$ cat src/common/reset_cause_defs.vh
`ifndef RESET_CAUSE_DEFS_VH
`define RESET_CAUSE_DEFS_VH

// register addresses on the plain register port
`define ADDR_W            3
`define ADDR_PWR_CTRL     3'h0
`define ADDR_CORE_STATUS  3'h1
`define ADDR_IRQ_STATUS   3'h2
`define ADDR_IRQ_MASK     3'h3

// power control field positions
`define PC_STK_OVF        7
`define PC_STK_UNF        6
`define PC_UNUSED         5
`define PC_WDT_RST        4
`define PC_MASTER_CLR     3
`define PC_RST_INSTR      2
`define PC_POWER_ON       1
`define PC_BROWNOUT       0

// core status field positions
`define CS_TIMEOUT        4
`define CS_POWERDOWN      3

// reset values
`define PC_POR_VALUE      8'h1C
`define CS_POR_VALUE      8'h18

// program counter
`define PC_W              10
`define RESET_VECTOR      10'h000
`define INT_VECTOR        10'h004

// event codes (interrupt status bit positions)
`define EV_POR            0
`define EV_BOR            1
`define EV_WDT            2
`define EV_MASTER_CLR     3
`define EV_RST_INSTR      4
`define EV_STACK          5
`define EV_WAKE_WDT       6
`define EV_WAKE_INT       7
`define EV_N              8

`endif

$ cat src/design/reset_cause_flags.v
// The implementer's own choices: the strobed register port and the address map.
`timescale 1ns/10ps
`include "reset_cause_defs.vh"
// Function
// resets restart at 0000h; sleep wake-ups continue at the next instruction
// power-on clears stack flags and power-on flag, sets watchdog/master-clear/instruction flags
// power-on sets timeout and powerdown flags to one
// brown-out clears brown-out and stack flags, sets clear/instruction flags, timeout, powerdown
// watchdog reset clears watchdog flag and timeout, others unchanged
// watchdog wake clears timeout and powerdown, keeps power control flags
// interrupt wake sets timeout, clears powerdown; vectors to 0004h after next instruction (the code flags this only when global_int_enable_i is set)
// master-clear reset clears its flag, leaves everything else unchanged
// master-clear in sleep also sets timeout and clears powerdown
// reset instruction clears its own flag only
// enabled stack overflow reset sets the overflow flag
// enabled stack underflow reset sets the underflow flag
// firmware clears stack flags by writing zero; hardware only sets them (the code also clears them on a brown-out)
// firmware writes one to re-arm watchdog, master-clear, instruction flags
// firmware writes one to power-on and brown-out flags after those resets
// bit 5 of power control reads zero and ignores writes
// stack fault resets only when stack fault reset enable is set
// flag updates apply while reset is held, before the first instruction
// power-on/brown-out flags untouched by other reset kinds
module reset_cause_flags
(
   input  wire                 ref_clk_i,
   input  wire                 rst_b_i,
   // reset and wake sources (asynchronous pins)
   input  wire                 brownout_i,
   input  wire                 master_clear_pin_b_i,
   input  wire                 watchdog_timer_i,
   input  wire                 int_wake_i,
   // core-side signals on this clock
   input  wire                 reset_instr_i,
   input  wire                 stack_overflow_i,
   input  wire                 stack_underflow_i,
   input  wire                 stack_fault_reset_enable_i,
   input  wire                 sleeping_i,
   input  wire                 global_int_enable_i,
   input  wire [`PC_W-1:0]     sleep_pc_i,
   // register port
   input  wire [`ADDR_W-1:0]   reg_addr_i,
   input  wire [7:0]           reg_wdata_i,
   input  wire                 reg_wr_i,
   input  wire                 reg_rd_i,
   output reg  [7:0]           reg_rdata_o,
   // to the core
   output reg                  core_reset_o,
   output reg                  restart_o,
   output reg  [`PC_W-1:0]     restart_pc_o,
   output reg                  int_vector_pending_o,
   output reg  [7:0]           power_control_o,
   output reg  [7:0]           core_status_o,
   output reg                  irq_o
);

   // ------------------------------------------------------------
   // input synchronisation
   // ------------------------------------------------------------
   wire [3:0] pin_sync;
   wire [3:0] pin_rise;
   wire       bor_s;
   wire       master_clr_s;
   wire       wdt_s;
   wire       iwk_s;

   sync_two_ff #(.WIDTH(4)) u_sync
   (
      .ref_clk_i (ref_clk_i),
      .rst_b_i   (rst_b_i),
      .async_i   ({int_wake_i, watchdog_timer_i, ~master_clear_pin_b_i, brownout_i}),
      .sync_o    (pin_sync)
   );

   assign bor_s  = pin_sync[0];
   assign master_clr_s = pin_sync[1];
   assign wdt_s  = pin_sync[2];
   assign iwk_s  = pin_sync[3];

   rise_detect #(.WIDTH(4)) u_rise
   (
      .ref_clk_i (ref_clk_i),
      .rst_b_i   (rst_b_i),
      .level_i   (pin_sync),
      .rise_o    (pin_rise)
   );

   // ------------------------------------------------------------
   // event decode
   // ------------------------------------------------------------
   wire ev_bor;
   wire ev_master_clr;
   wire ev_wdt_rst;
   wire ev_wdt_wake;
   wire ev_int_wake;
   wire ev_instr_rst;
   wire ev_ovf;
   wire ev_unf;

   assign ev_bor        = pin_rise[0];
   assign ev_master_clr = pin_rise[1] & ~ev_bor;
   assign ev_wdt_rst    = pin_rise[2] & ~sleeping_i & ~ev_bor & ~ev_master_clr;
   assign ev_wdt_wake   = pin_rise[2] & sleeping_i & ~ev_bor & ~ev_master_clr;
   assign ev_int_wake   = pin_rise[3] & sleeping_i & ~ev_bor & ~ev_master_clr & ~pin_rise[2];
   assign ev_instr_rst  = reset_instr_i & ~ev_bor & ~ev_master_clr;
   assign ev_ovf        = stack_overflow_i & stack_fault_reset_enable_i;
   assign ev_unf        = stack_underflow_i & stack_fault_reset_enable_i;

   // ------------------------------------------------------------
   // power control and core status flags
   // ------------------------------------------------------------
   reg        por_done;
   reg  [7:0] pwr;
   reg  [7:0] sts;
   reg  [7:0] next_pwr;
   reg  [7:0] next_sts;
   wire       wr_pwr;
   wire       wr_sts;

   assign wr_pwr = reg_wr_i & (reg_addr_i == `ADDR_PWR_CTRL);
   assign wr_sts = reg_wr_i & (reg_addr_i == `ADDR_CORE_STATUS);

   always @*
   begin
      next_pwr = pwr;
      next_sts = sts;
      // firmware writes first; hardware events below take precedence
      if (wr_pwr)
      begin
         next_pwr = reg_wdata_i;
      end
      if (wr_sts)
      begin
         next_sts[2:0] = reg_wdata_i[2:0];
      end
      if (ev_bor)
      begin
         next_pwr[`PC_BROWNOUT]  = 1'b0;
         next_pwr[`PC_STK_OVF]   = 1'b0;
         next_pwr[`PC_STK_UNF]   = 1'b0;
         next_pwr[`PC_MASTER_CLR] = 1'b1;
         next_pwr[`PC_RST_INSTR] = 1'b1;
         next_pwr[`PC_POWER_ON]  = pwr[`PC_POWER_ON];
         next_pwr[`PC_WDT_RST]   = pwr[`PC_WDT_RST];
         next_sts[`CS_TIMEOUT]   = 1'b1;
         next_sts[`CS_POWERDOWN] = 1'b1;
      end
      else
      begin
         if (ev_master_clr)
         begin
            next_pwr[`PC_MASTER_CLR] = 1'b0;
            if (sleeping_i)
            begin
               next_sts[`CS_TIMEOUT]   = 1'b1;
               next_sts[`CS_POWERDOWN] = 1'b0;
            end
         end
         if (ev_wdt_rst)
         begin
            next_pwr[`PC_WDT_RST] = 1'b0;
            next_sts[`CS_TIMEOUT] = 1'b0;
         end
         if (ev_wdt_wake)
         begin
            next_sts[`CS_TIMEOUT]   = 1'b0;
            next_sts[`CS_POWERDOWN] = 1'b0;
         end
         if (ev_int_wake)
         begin
            next_sts[`CS_TIMEOUT]   = 1'b1;
            next_sts[`CS_POWERDOWN] = 1'b0;
         end
         if (ev_instr_rst)
         begin
            next_pwr[`PC_RST_INSTR] = 1'b0;
         end
      end
      if (ev_ovf)
      begin
         next_pwr[`PC_STK_OVF] = 1'b1;
      end
      if (ev_unf)
      begin
         next_pwr[`PC_STK_UNF] = 1'b1;
      end
      next_pwr[`PC_UNUSED] = 1'b0;
   end

   // power-on is the root reset: only it loads the power-on pattern
   always @(posedge ref_clk_i or negedge rst_b_i)
   begin
      if (!rst_b_i)
      begin
         pwr      <= `PC_POR_VALUE;
         sts      <= `CS_POR_VALUE;
         por_done <= 1'b0;
      end
      else
      begin
         pwr      <= next_pwr;
         sts      <= next_sts;
         por_done <= 1'b1;
      end
   end

   // ------------------------------------------------------------
   // core reset, restart address and interrupt vectoring
   // ------------------------------------------------------------
   wire any_reset;
   wire any_wake;

   assign any_reset = ev_bor | ev_master_clr | ev_wdt_rst | ev_instr_rst | ev_ovf | ev_unf;
   assign any_wake  = ev_wdt_wake | ev_int_wake;

   always @(posedge ref_clk_i or negedge rst_b_i)
   begin
      if (!rst_b_i)
      begin
         core_reset_o         <= 1'b1;
         restart_o            <= 1'b0;
         restart_pc_o         <= `RESET_VECTOR;
         int_vector_pending_o <= 1'b0;
      end
      else
      begin
         // reset held while the flags settle, and while a held brown-out or master-clear stays active
         core_reset_o <= ~por_done | any_reset | bor_s | master_clr_s;
         restart_o    <= any_reset | any_wake;
         if (any_reset)
         begin
            restart_pc_o         <= `RESET_VECTOR;
            int_vector_pending_o <= 1'b0;
         end
         else if (any_wake)
         begin
            restart_pc_o         <= sleep_pc_i + {{(`PC_W-1){1'b0}}, 1'b1};
            // core runs the next instruction, then vectors to the interrupt address only on an interrupt wake with global interrupts enabled
            int_vector_pending_o <= ev_int_wake & global_int_enable_i;
         end
      end
   end

   // ------------------------------------------------------------
   // interrupt status and mask
   // ------------------------------------------------------------
   reg  [`EV_N-1:0] irq_status;
   reg  [`EV_N-1:0] irq_mask;
   wire [`EV_N-1:0] ev_vec;

   assign ev_vec = {ev_int_wake, ev_wdt_wake, ev_ovf | ev_unf, ev_instr_rst, ev_master_clr, ev_wdt_rst, ev_bor, 1'b0};

   always @(posedge ref_clk_i or negedge rst_b_i)
   begin
      if (!rst_b_i)
      begin
         irq_status <= {{(`EV_N-1){1'b0}}, 1'b1};
         irq_mask   <= {`EV_N{1'b0}};
         irq_o      <= 1'b0;
      end
      else
      begin
         // a set in the same cycle as a write-one clear wins
         if (reg_wr_i && reg_addr_i == `ADDR_IRQ_STATUS)
            irq_status <= (irq_status & ~reg_wdata_i) | ev_vec;
         else
            irq_status <= irq_status | ev_vec;
         if (reg_wr_i && reg_addr_i == `ADDR_IRQ_MASK)
            irq_mask <= reg_wdata_i;
         irq_o <= |(irq_status & irq_mask);
      end
   end

   // ------------------------------------------------------------
   // register read and mirrors
   // ------------------------------------------------------------
   always @(posedge ref_clk_i or negedge rst_b_i)
   begin
      if (!rst_b_i)
      begin
         reg_rdata_o     <= 8'h00;
         power_control_o <= `PC_POR_VALUE;
         core_status_o   <= `CS_POR_VALUE;
      end
      else
      begin
         power_control_o <= pwr;
         core_status_o   <= sts;
         if (reg_rd_i)
         begin
            case (reg_addr_i)
               `ADDR_PWR_CTRL:    reg_rdata_o <= pwr;
               `ADDR_CORE_STATUS: reg_rdata_o <= {3'h0, sts[4:0]};
               `ADDR_IRQ_STATUS:  reg_rdata_o <= irq_status;
               `ADDR_IRQ_MASK:    reg_rdata_o <= irq_mask;
               default:           reg_rdata_o <= 8'h00;
            endcase
         end
         else
         begin
            reg_rdata_o <= 8'h00;
         end
      end
   end

endmodule // reset_cause_flags

$ cat src/design/sync_two_ff.v
`timescale 1ns/10ps
// ------------------------------------------------------------
// two flip-flop synchroniser
// ------------------------------------------------------------
module sync_two_ff
#(
   parameter WIDTH = 1
)
(
   input  wire             ref_clk_i,
   input  wire             rst_b_i,
   input  wire [WIDTH-1:0] async_i,
   output reg  [WIDTH-1:0] sync_o
);

   reg [WIDTH-1:0] meta;

   always @(posedge ref_clk_i or negedge rst_b_i)
   begin
      if (!rst_b_i)
      begin
         meta   <= {WIDTH{1'b0}};
         sync_o <= {WIDTH{1'b0}};
      end
      else
      begin
         meta   <= async_i;
         sync_o <= meta;
      end
   end

endmodule // sync_two_ff

$ cat src/design/rise_detect.v
`timescale 1ns/10ps
// ------------------------------------------------------------
// rising edge detector per bit
// ------------------------------------------------------------
module rise_detect
#(
   parameter WIDTH = 1
)
(
   input  wire             ref_clk_i,
   input  wire             rst_b_i,
   input  wire [WIDTH-1:0] level_i,
   output wire [WIDTH-1:0] rise_o
);

   reg [WIDTH-1:0] last;

   always @(posedge ref_clk_i or negedge rst_b_i)
   begin
      if (!rst_b_i)
         last <= {WIDTH{1'b0}};
      else
         last <= level_i;
   end

   genvar g;
   generate
      for (g = 0; g < WIDTH; g = g + 1)
      begin : g_rise
         assign rise_o[g] = level_i[g] & ~last[g];
      end
   endgenerate

endmodule // rise_detect

$ cat config.mk
export PLATFORM = sky130hd
export DESIGN_NAME = reset_cause_flags
export DESIGN_NICKNAME = d
export VERILOG_FILES = /design/src/design/reset_cause_flags.v /design/src/design/sync_two_ff.v /design/src/design/rise_detect.v
export VERILOG_INCLUDE_DIRS = /design/src /design/src/common
export SDC_FILE = /design/constraint.sdc
export NUM_CORES = 1
export LEC_CHECK = 0
export ABC_AREA = 1
export BUFFER_PORTS_ARGS = -buffer_cell sky130_fd_sc_hd__buf_2
export CAP_MARGIN = 0
export CORE_UTILIZATION = 48
export DETAILED_ROUTE_END_ITERATION = 8
export PLACE_DENSITY = 0.75
export SYNTH_ARGS = -nofsm -noshare
export SYNTH_HDL_FRONTEND = slang
export SYNTH_SLANG_ARGS = --single-unit
$ cat constraint.sdc
create_clock -name ref_clk_i -period 1.32 [get_ports ref_clk_i]
set_input_delay 0.066 -clock ref_clk_i [delete_from_list [all_inputs] [get_ports ref_clk_i]]
set_output_delay 0.066 -clock ref_clk_i [all_outputs]
set_load 0.02 [all_outputs]
# Word-level counts from Yosys, hierarchy flattened
# Cells that the tools add are included.
# classes
reduce_logical,19
n_eq_ne,3
muxes,22
bitwise_logic,48
addsub,1
# op_table
op,count
$pmux W8 S4,1
$mux W8,3
$and A1 B1 Y1,22
$mux W10,2
$and A8 B8 Y8,2
$or A8 B8 Y8,2
$mux W2,7
$reduce_bool A3 Y1,4
$or A1 B1 Y1,11
$add A10 B1 Y10 const B,1
$not A1 Y1,10
$reduce_bool A5 Y1,2
$mux W1,9
$not A8 Y8,1
$reduce_and A2 Y1,4
$reduce_bool A4 Y1,2
$reduce_or A8 Y1,1
$eq A3 B2 Y1 const B,2
$reduce_bool A2 Y1,3
$eq A3 B1 Y1 const B,1
$logic_not A3 Y1,1
$logic_and A1 B1 Y1,2
# totals
register_bits,75
inputBits,35
out_inout_bits,38
elab_cells,117

# Logic depth before layout (Yosys ltp)
# logic_depth
ltp_word,13
depth_mapped,10
depth_no_buf,9

# Cells and area by module
# From an unflattened synthesis, not the netlist that was laid out.
# hier_totals
cells_unflattened,344
area_unflattened_um2,3116.7
# modules_own_cells
module,seq_area_each_um2,n_inst,area_each_um2,cells_each
reset_cause_flags,1591.5,1,2776.4,324
sync_two_ff,200.2,1,200.2,8
rise_detect,100.1,1,140.1,12

# Least setup slack after synthesis
# No wires, ideal clock.
# synth_timing
path_type,register to register
from,reg u_rise.last[2]
to,reg int_vector_pending_o
t_arrival_ps,1111
path_stages_with_launch,10
path_buffers,1
path_slack_ps,91
setup_ps,118
required_ps,1202
synth_period_minus_slack_ps,1229
cell_sequence,dfrtp_1 -> nor2_4 -> inv_1 -> nor2_4 -> nand2_4 -> nand2_4 -> inv_4 -> buf_6 -> nand3_1 -> nand2_1
# synth_via
elab_chain_len,10
elab_cells_between_ends,19
cone_classes,mux (2); bitwise (16); reduce/logical (1)
# synth_lines
element,line_no,rtl
start: declaration,rise_detect.v:16,reg [WIDTH-1:0] last;
start signal: assignment,rise_detect.v:21,last <= {WIDTH{1'b0}};
start signal: assignment,rise_detect.v:23,last <= level_i;
$not A1 Y1 (*),rise_detect.v:30,assign rise_o[g] = level_i[g] & ~last[g];
$and A1 B1 Y1 (*),rise_detect.v:30,
$and A1 B1 Y1 (3 in series),reset_cause_flags.v:102,assign ev_wdt_rst = pin_rise[2] & ~sleeping_i & ~ev_bor & ~ev_master_clr;
$or A1 B1 Y1 (4 in series),reset_cause_flags.v:213,assign any_reset = ev_bor | ev_master_clr | ev_wdt_rst | ev_instr_rst | ev_ovf | ev_unf;
$mux W1 or $reduce_bool A2 Y1 (tied branches),-,
end signal: assignment,reset_cause_flags.v:239,int_vector_pending_o <= ev_int_wake & global_int_enable_i;
end: declaration,reset_cause_flags.v:51,"output reg int_vector_pending_o,"
# Mark *: on every way between the ends. The rest lies on a longest branch, timed or not. The select of a mux whose other input is x is not followed.
# A chain may end at the register's enable or synchronous reset.

# Worst setup path after layout
# layout_timing
from,reg u_sync.sync_o[1]
to,reg restart_pc_o[2]
# layout_via
elab_chain_len,9
elab_cells_between_ends,16
cone_classes,mux (1); bitwise (14); reduce/logical (1)
# layout_lines
element,line_no,rtl
start: declaration,sync_two_ff.v:13,output reg [WIDTH-1:0] sync_o
start signal: assignment,sync_two_ff.v:23,sync_o <= {WIDTH{1'b0}};
start signal: assignment,sync_two_ff.v:28,sync_o <= meta;
$and A1 B1 Y1 (*),rise_detect.v:30,
$and A1 B1 Y1 (*),reset_cause_flags.v:101,assign ev_master_clr = pin_rise[1] & ~ev_bor;
$not A1 Y1,-,
$and A1 B1 Y1,reset_cause_flags.v:102,
$or A1 B1 Y1 (4 in series),reset_cause_flags.v:213,
$mux W10 or $reduce_bool A2 Y1 (tied branches),-,
end signal: assignment,reset_cause_flags.v:222,restart_pc_o <= `RESET_VECTOR;
end signal: assignment,reset_cause_flags.v:232,restart_pc_o <= `RESET_VECTOR;
end signal: assignment,reset_cause_flags.v:237,"restart_pc_o <= sleep_pc_i + {{(`PC_W-1){1'b0}}, 1'b1};"
end: declaration,reset_cause_flags.v:50,"output reg [`PC_W-1:0] restart_pc_o,"
# Mark *: on every way between the ends. The rest lies on a longest branch, timed or not.

==> results.txt <==
most used routing layer: met2
global-route wire length before repair: 11.2 mm
area leader, netlist: dfrtp_1
Area Overhead vs Synth: 30.3%
Required @ worst endpoint: 1.55 ns
met3 Usage GRT: 5.64%
Mapped Area: 3200 um2
clock sinks: 75
share of the synthesized area in the top cell type: 49.3%
Finished Layout Cells: 532
most common cell in the netlist: nand2_1
DRC Markers: 0
Placed Cells incl. Taps: 491
CTS Buffer Depth: 2
Clock Root Buffer: clkbuf_8
Leakage: 2.22 nW
met1 GRT Util: 27.3%
Post-synth top cells: nand2_1, dfrtp_1, inv_1, nand3_1, o21ai_0
Net Sw Power: 1.48 mW
input/output buffers: 68
drt pass-1 iters: 4
Synth Register Bits: 75
ANT nets after route: 0
switching part of the total: 28.3%
crit-path cells: nand2_2 > nand2_4 > nor2_4 > nand2_4 > nand2_8 > nor2_4 > nand2_1 > nand2_2
die width: 83.6 um
die area: 6990 um2
Final setup viols: 0
largest net degree at the start of global routing: 76
Synth area leaders: dfrtp_1, nand2_1, dfstp_2, inv_1, nand3_1
WL/cell: 13.2 um
post-synthesis async set-or-reset flop share: 100%
num rows: 29
RSZ-0062 raised after global routing: yes
HP Class: in2reg
outcome: finished clean
Top FF cell, synth: dfrtp_1
Antenna diodes: 0
sequential power share: 52.0%
startpoint types: flop
number of synthesized flops with an enable pin: 0
core area: 6390 um2
Pins Over Slew Limit: 0
IO Count: 73
vias in the first global route: 2451
slowest CP cell: dfrtp_1
gr usage total: 20.8%
Pwr per Cell Area: 1250 nW/um2
Vias/cell: 4.97
syn_area_per_cell: 9.29 um2
Final #Nets: 486
Starting Density: 50.1%
combinational power share: 16.5%
Synth Warn #: 0
DRT Wirelength: 7.04 mm
CP Capture Type: flop
fin crit period: 1.32 ns
Setup CP Type: reg2reg
achievable frequency: 759 MHz
Clk Latency, worst-skew pair: 0.34 ns
Seq/Total Area, Yosys: 59.2%
Clk pwr share: 31.4%
synth unique cells: 31
Gate Count Post-Synth: 344
CTS Buf Count: 9
Fin Clk Skew: 0.0135 ns
Internal Power: 3.73 mW
CTS tree: done
slowest cell delay on critical path: 0.40 ns
layout cells sized above 1: 33.8%
Tcrit/Tclk final: 99.8%
grt ovf: 0
vias: 2642
Peak supply drop: 0.859 mV
endpoints failing hold: 0
Clock transition at path regs: 0.08 ns
die height: 83.6 um
HPWL Detailed: 4.77 mm
crit path max fanout: 5
GPL Wtd Cong: 0.851
DRT iter0 DRCs: 210
TNS Setup: 0 ns
initial antenna violation count: 0
critical path arrival: 1.55 ns
max-cap violations: 0
H-Tree Level Count: 3
met2 Use GR: 33.3%
crit-path leading delay family: simple AND/OR/NAND/NOR gates
Worst Path Buf+Inv: 0
timing repair:
item / in CTS / in global routing
endpoints found under the setup margin: 9 / 13
hold buffers: 14 / 0
gates cloned: 1 / 1
buffers inserted: 0 / 9
gates resized for setup: 0 / 27
endpoints found under the hold margin: 76 / 0
pin swaps: 1 / 17
cell families (layout without fill, tap and decap cells):
family / Yosys count / count (layout) / synth area share (%)
buf+inv: 64 / 171 / 8.69
simple gates: 150 / 151 / 21.0
xor+xnor: 5 / 5 / 1.37
flops: 75 / 75 / 59.2
compound gates: 47 / 47 / 9.12
fa+ha+maj: 1 / 1 / 0.391
other cells: 2 / 5 / 0.235
worst paths after layout:
path                                  start            endpoint  slack [ns]  cells after the start
max                        u_sync.sync_o[1]     restart_pc_o[2]       0.002                      8
min reg2reg                  u_sync.meta[1]    u_sync.sync_o[1]        0.35                      0
max in group asynchronous           rst_b_i  power_control_o[2]        0.66                      3
min in group asynchronous           rst_b_i  power_control_o[0]        0.26                      3
min                          reg_wdata_i[2]              pwr[2]       0.009                      3
max reg2reg                u_sync.sync_o[1]     restart_pc_o[2]       0.002                      8
area by class of cell:
type                       count  area [um2]
multi-input combinational    209        1140
inverter                      56         223
tap                           77        96.3
fill                         507        2220
timing repair inverter         1        8.76
clock inverter                 4        23.8
clock buffer                  12         165
sequential                    75        1890
timing repair buffer          98         619
metrics by stage:
stage	hold slack, ns	util (%)	total power, mW	setup slack, ns	area (um2)
finish	0.00872	65.2	5.21	0.00235	4170
global route	0.00102	65.2	5.49	-0.0736	4170
CTS	0.00478	62.3	5.19	0.0111	3980
detailed placement	0.124	57.1	3.52	-0.0106	3640
global placement	0.123	57.1	3.50	0.0718	3640
floorplan	-0.230	-	3.22	0.0913	3210
per-layer routing:
layer	vias to the layer above	share of wire [%]
li1	1285	-
met1	1251	43
met2	92	49
met3	14	5.4
met4	0	2.0
met5	-	0
power groups by stage:
stage | registers [mW] | logic, mW | clock network, mW
after floorplan | 2.84 | 0.380 | 0
after global placement | 2.75 | 0.755 | 0
after detailed placement | 2.75 | 0.768 | 0
after CTS | 2.71 | 0.806 | 1.67
after global routing | 2.74 | 0.956 | 1.80
final | 2.71 | 0.862 | 1.64
state kept, by name, summed over array words and instances, names as in the netlist, 4 cells and up:
name	cells
restart_pc_o	10
irq_mask	8
irq_status	8
reg_rdata_o	8
power_control_o	7
pwr	7
core_status_o	5
sts	5
u_rise.last	4
u_sync.meta	4
u_sync.sync_o	4
tightest hold or removal path: stages:
cell	delay, ns
buf_2	0.09
inv_1	0.11
a21oi_1	0.08
cells in the final DEF (no fill, tap or decap), drive strengths merged, types with 12 or more instances in the layout:
cell type    synthesis  routed
nor2                22      23
inv                 56      56
dlygate4sd3          0      14
buf                  8      84
o21ai               29      29
nand3               21      21
dfstp               12      12
nand2              102     102
clkbuf               0      12
dfrtp               63      63
No activity file was read; power rests on OpenSTA's default activity.
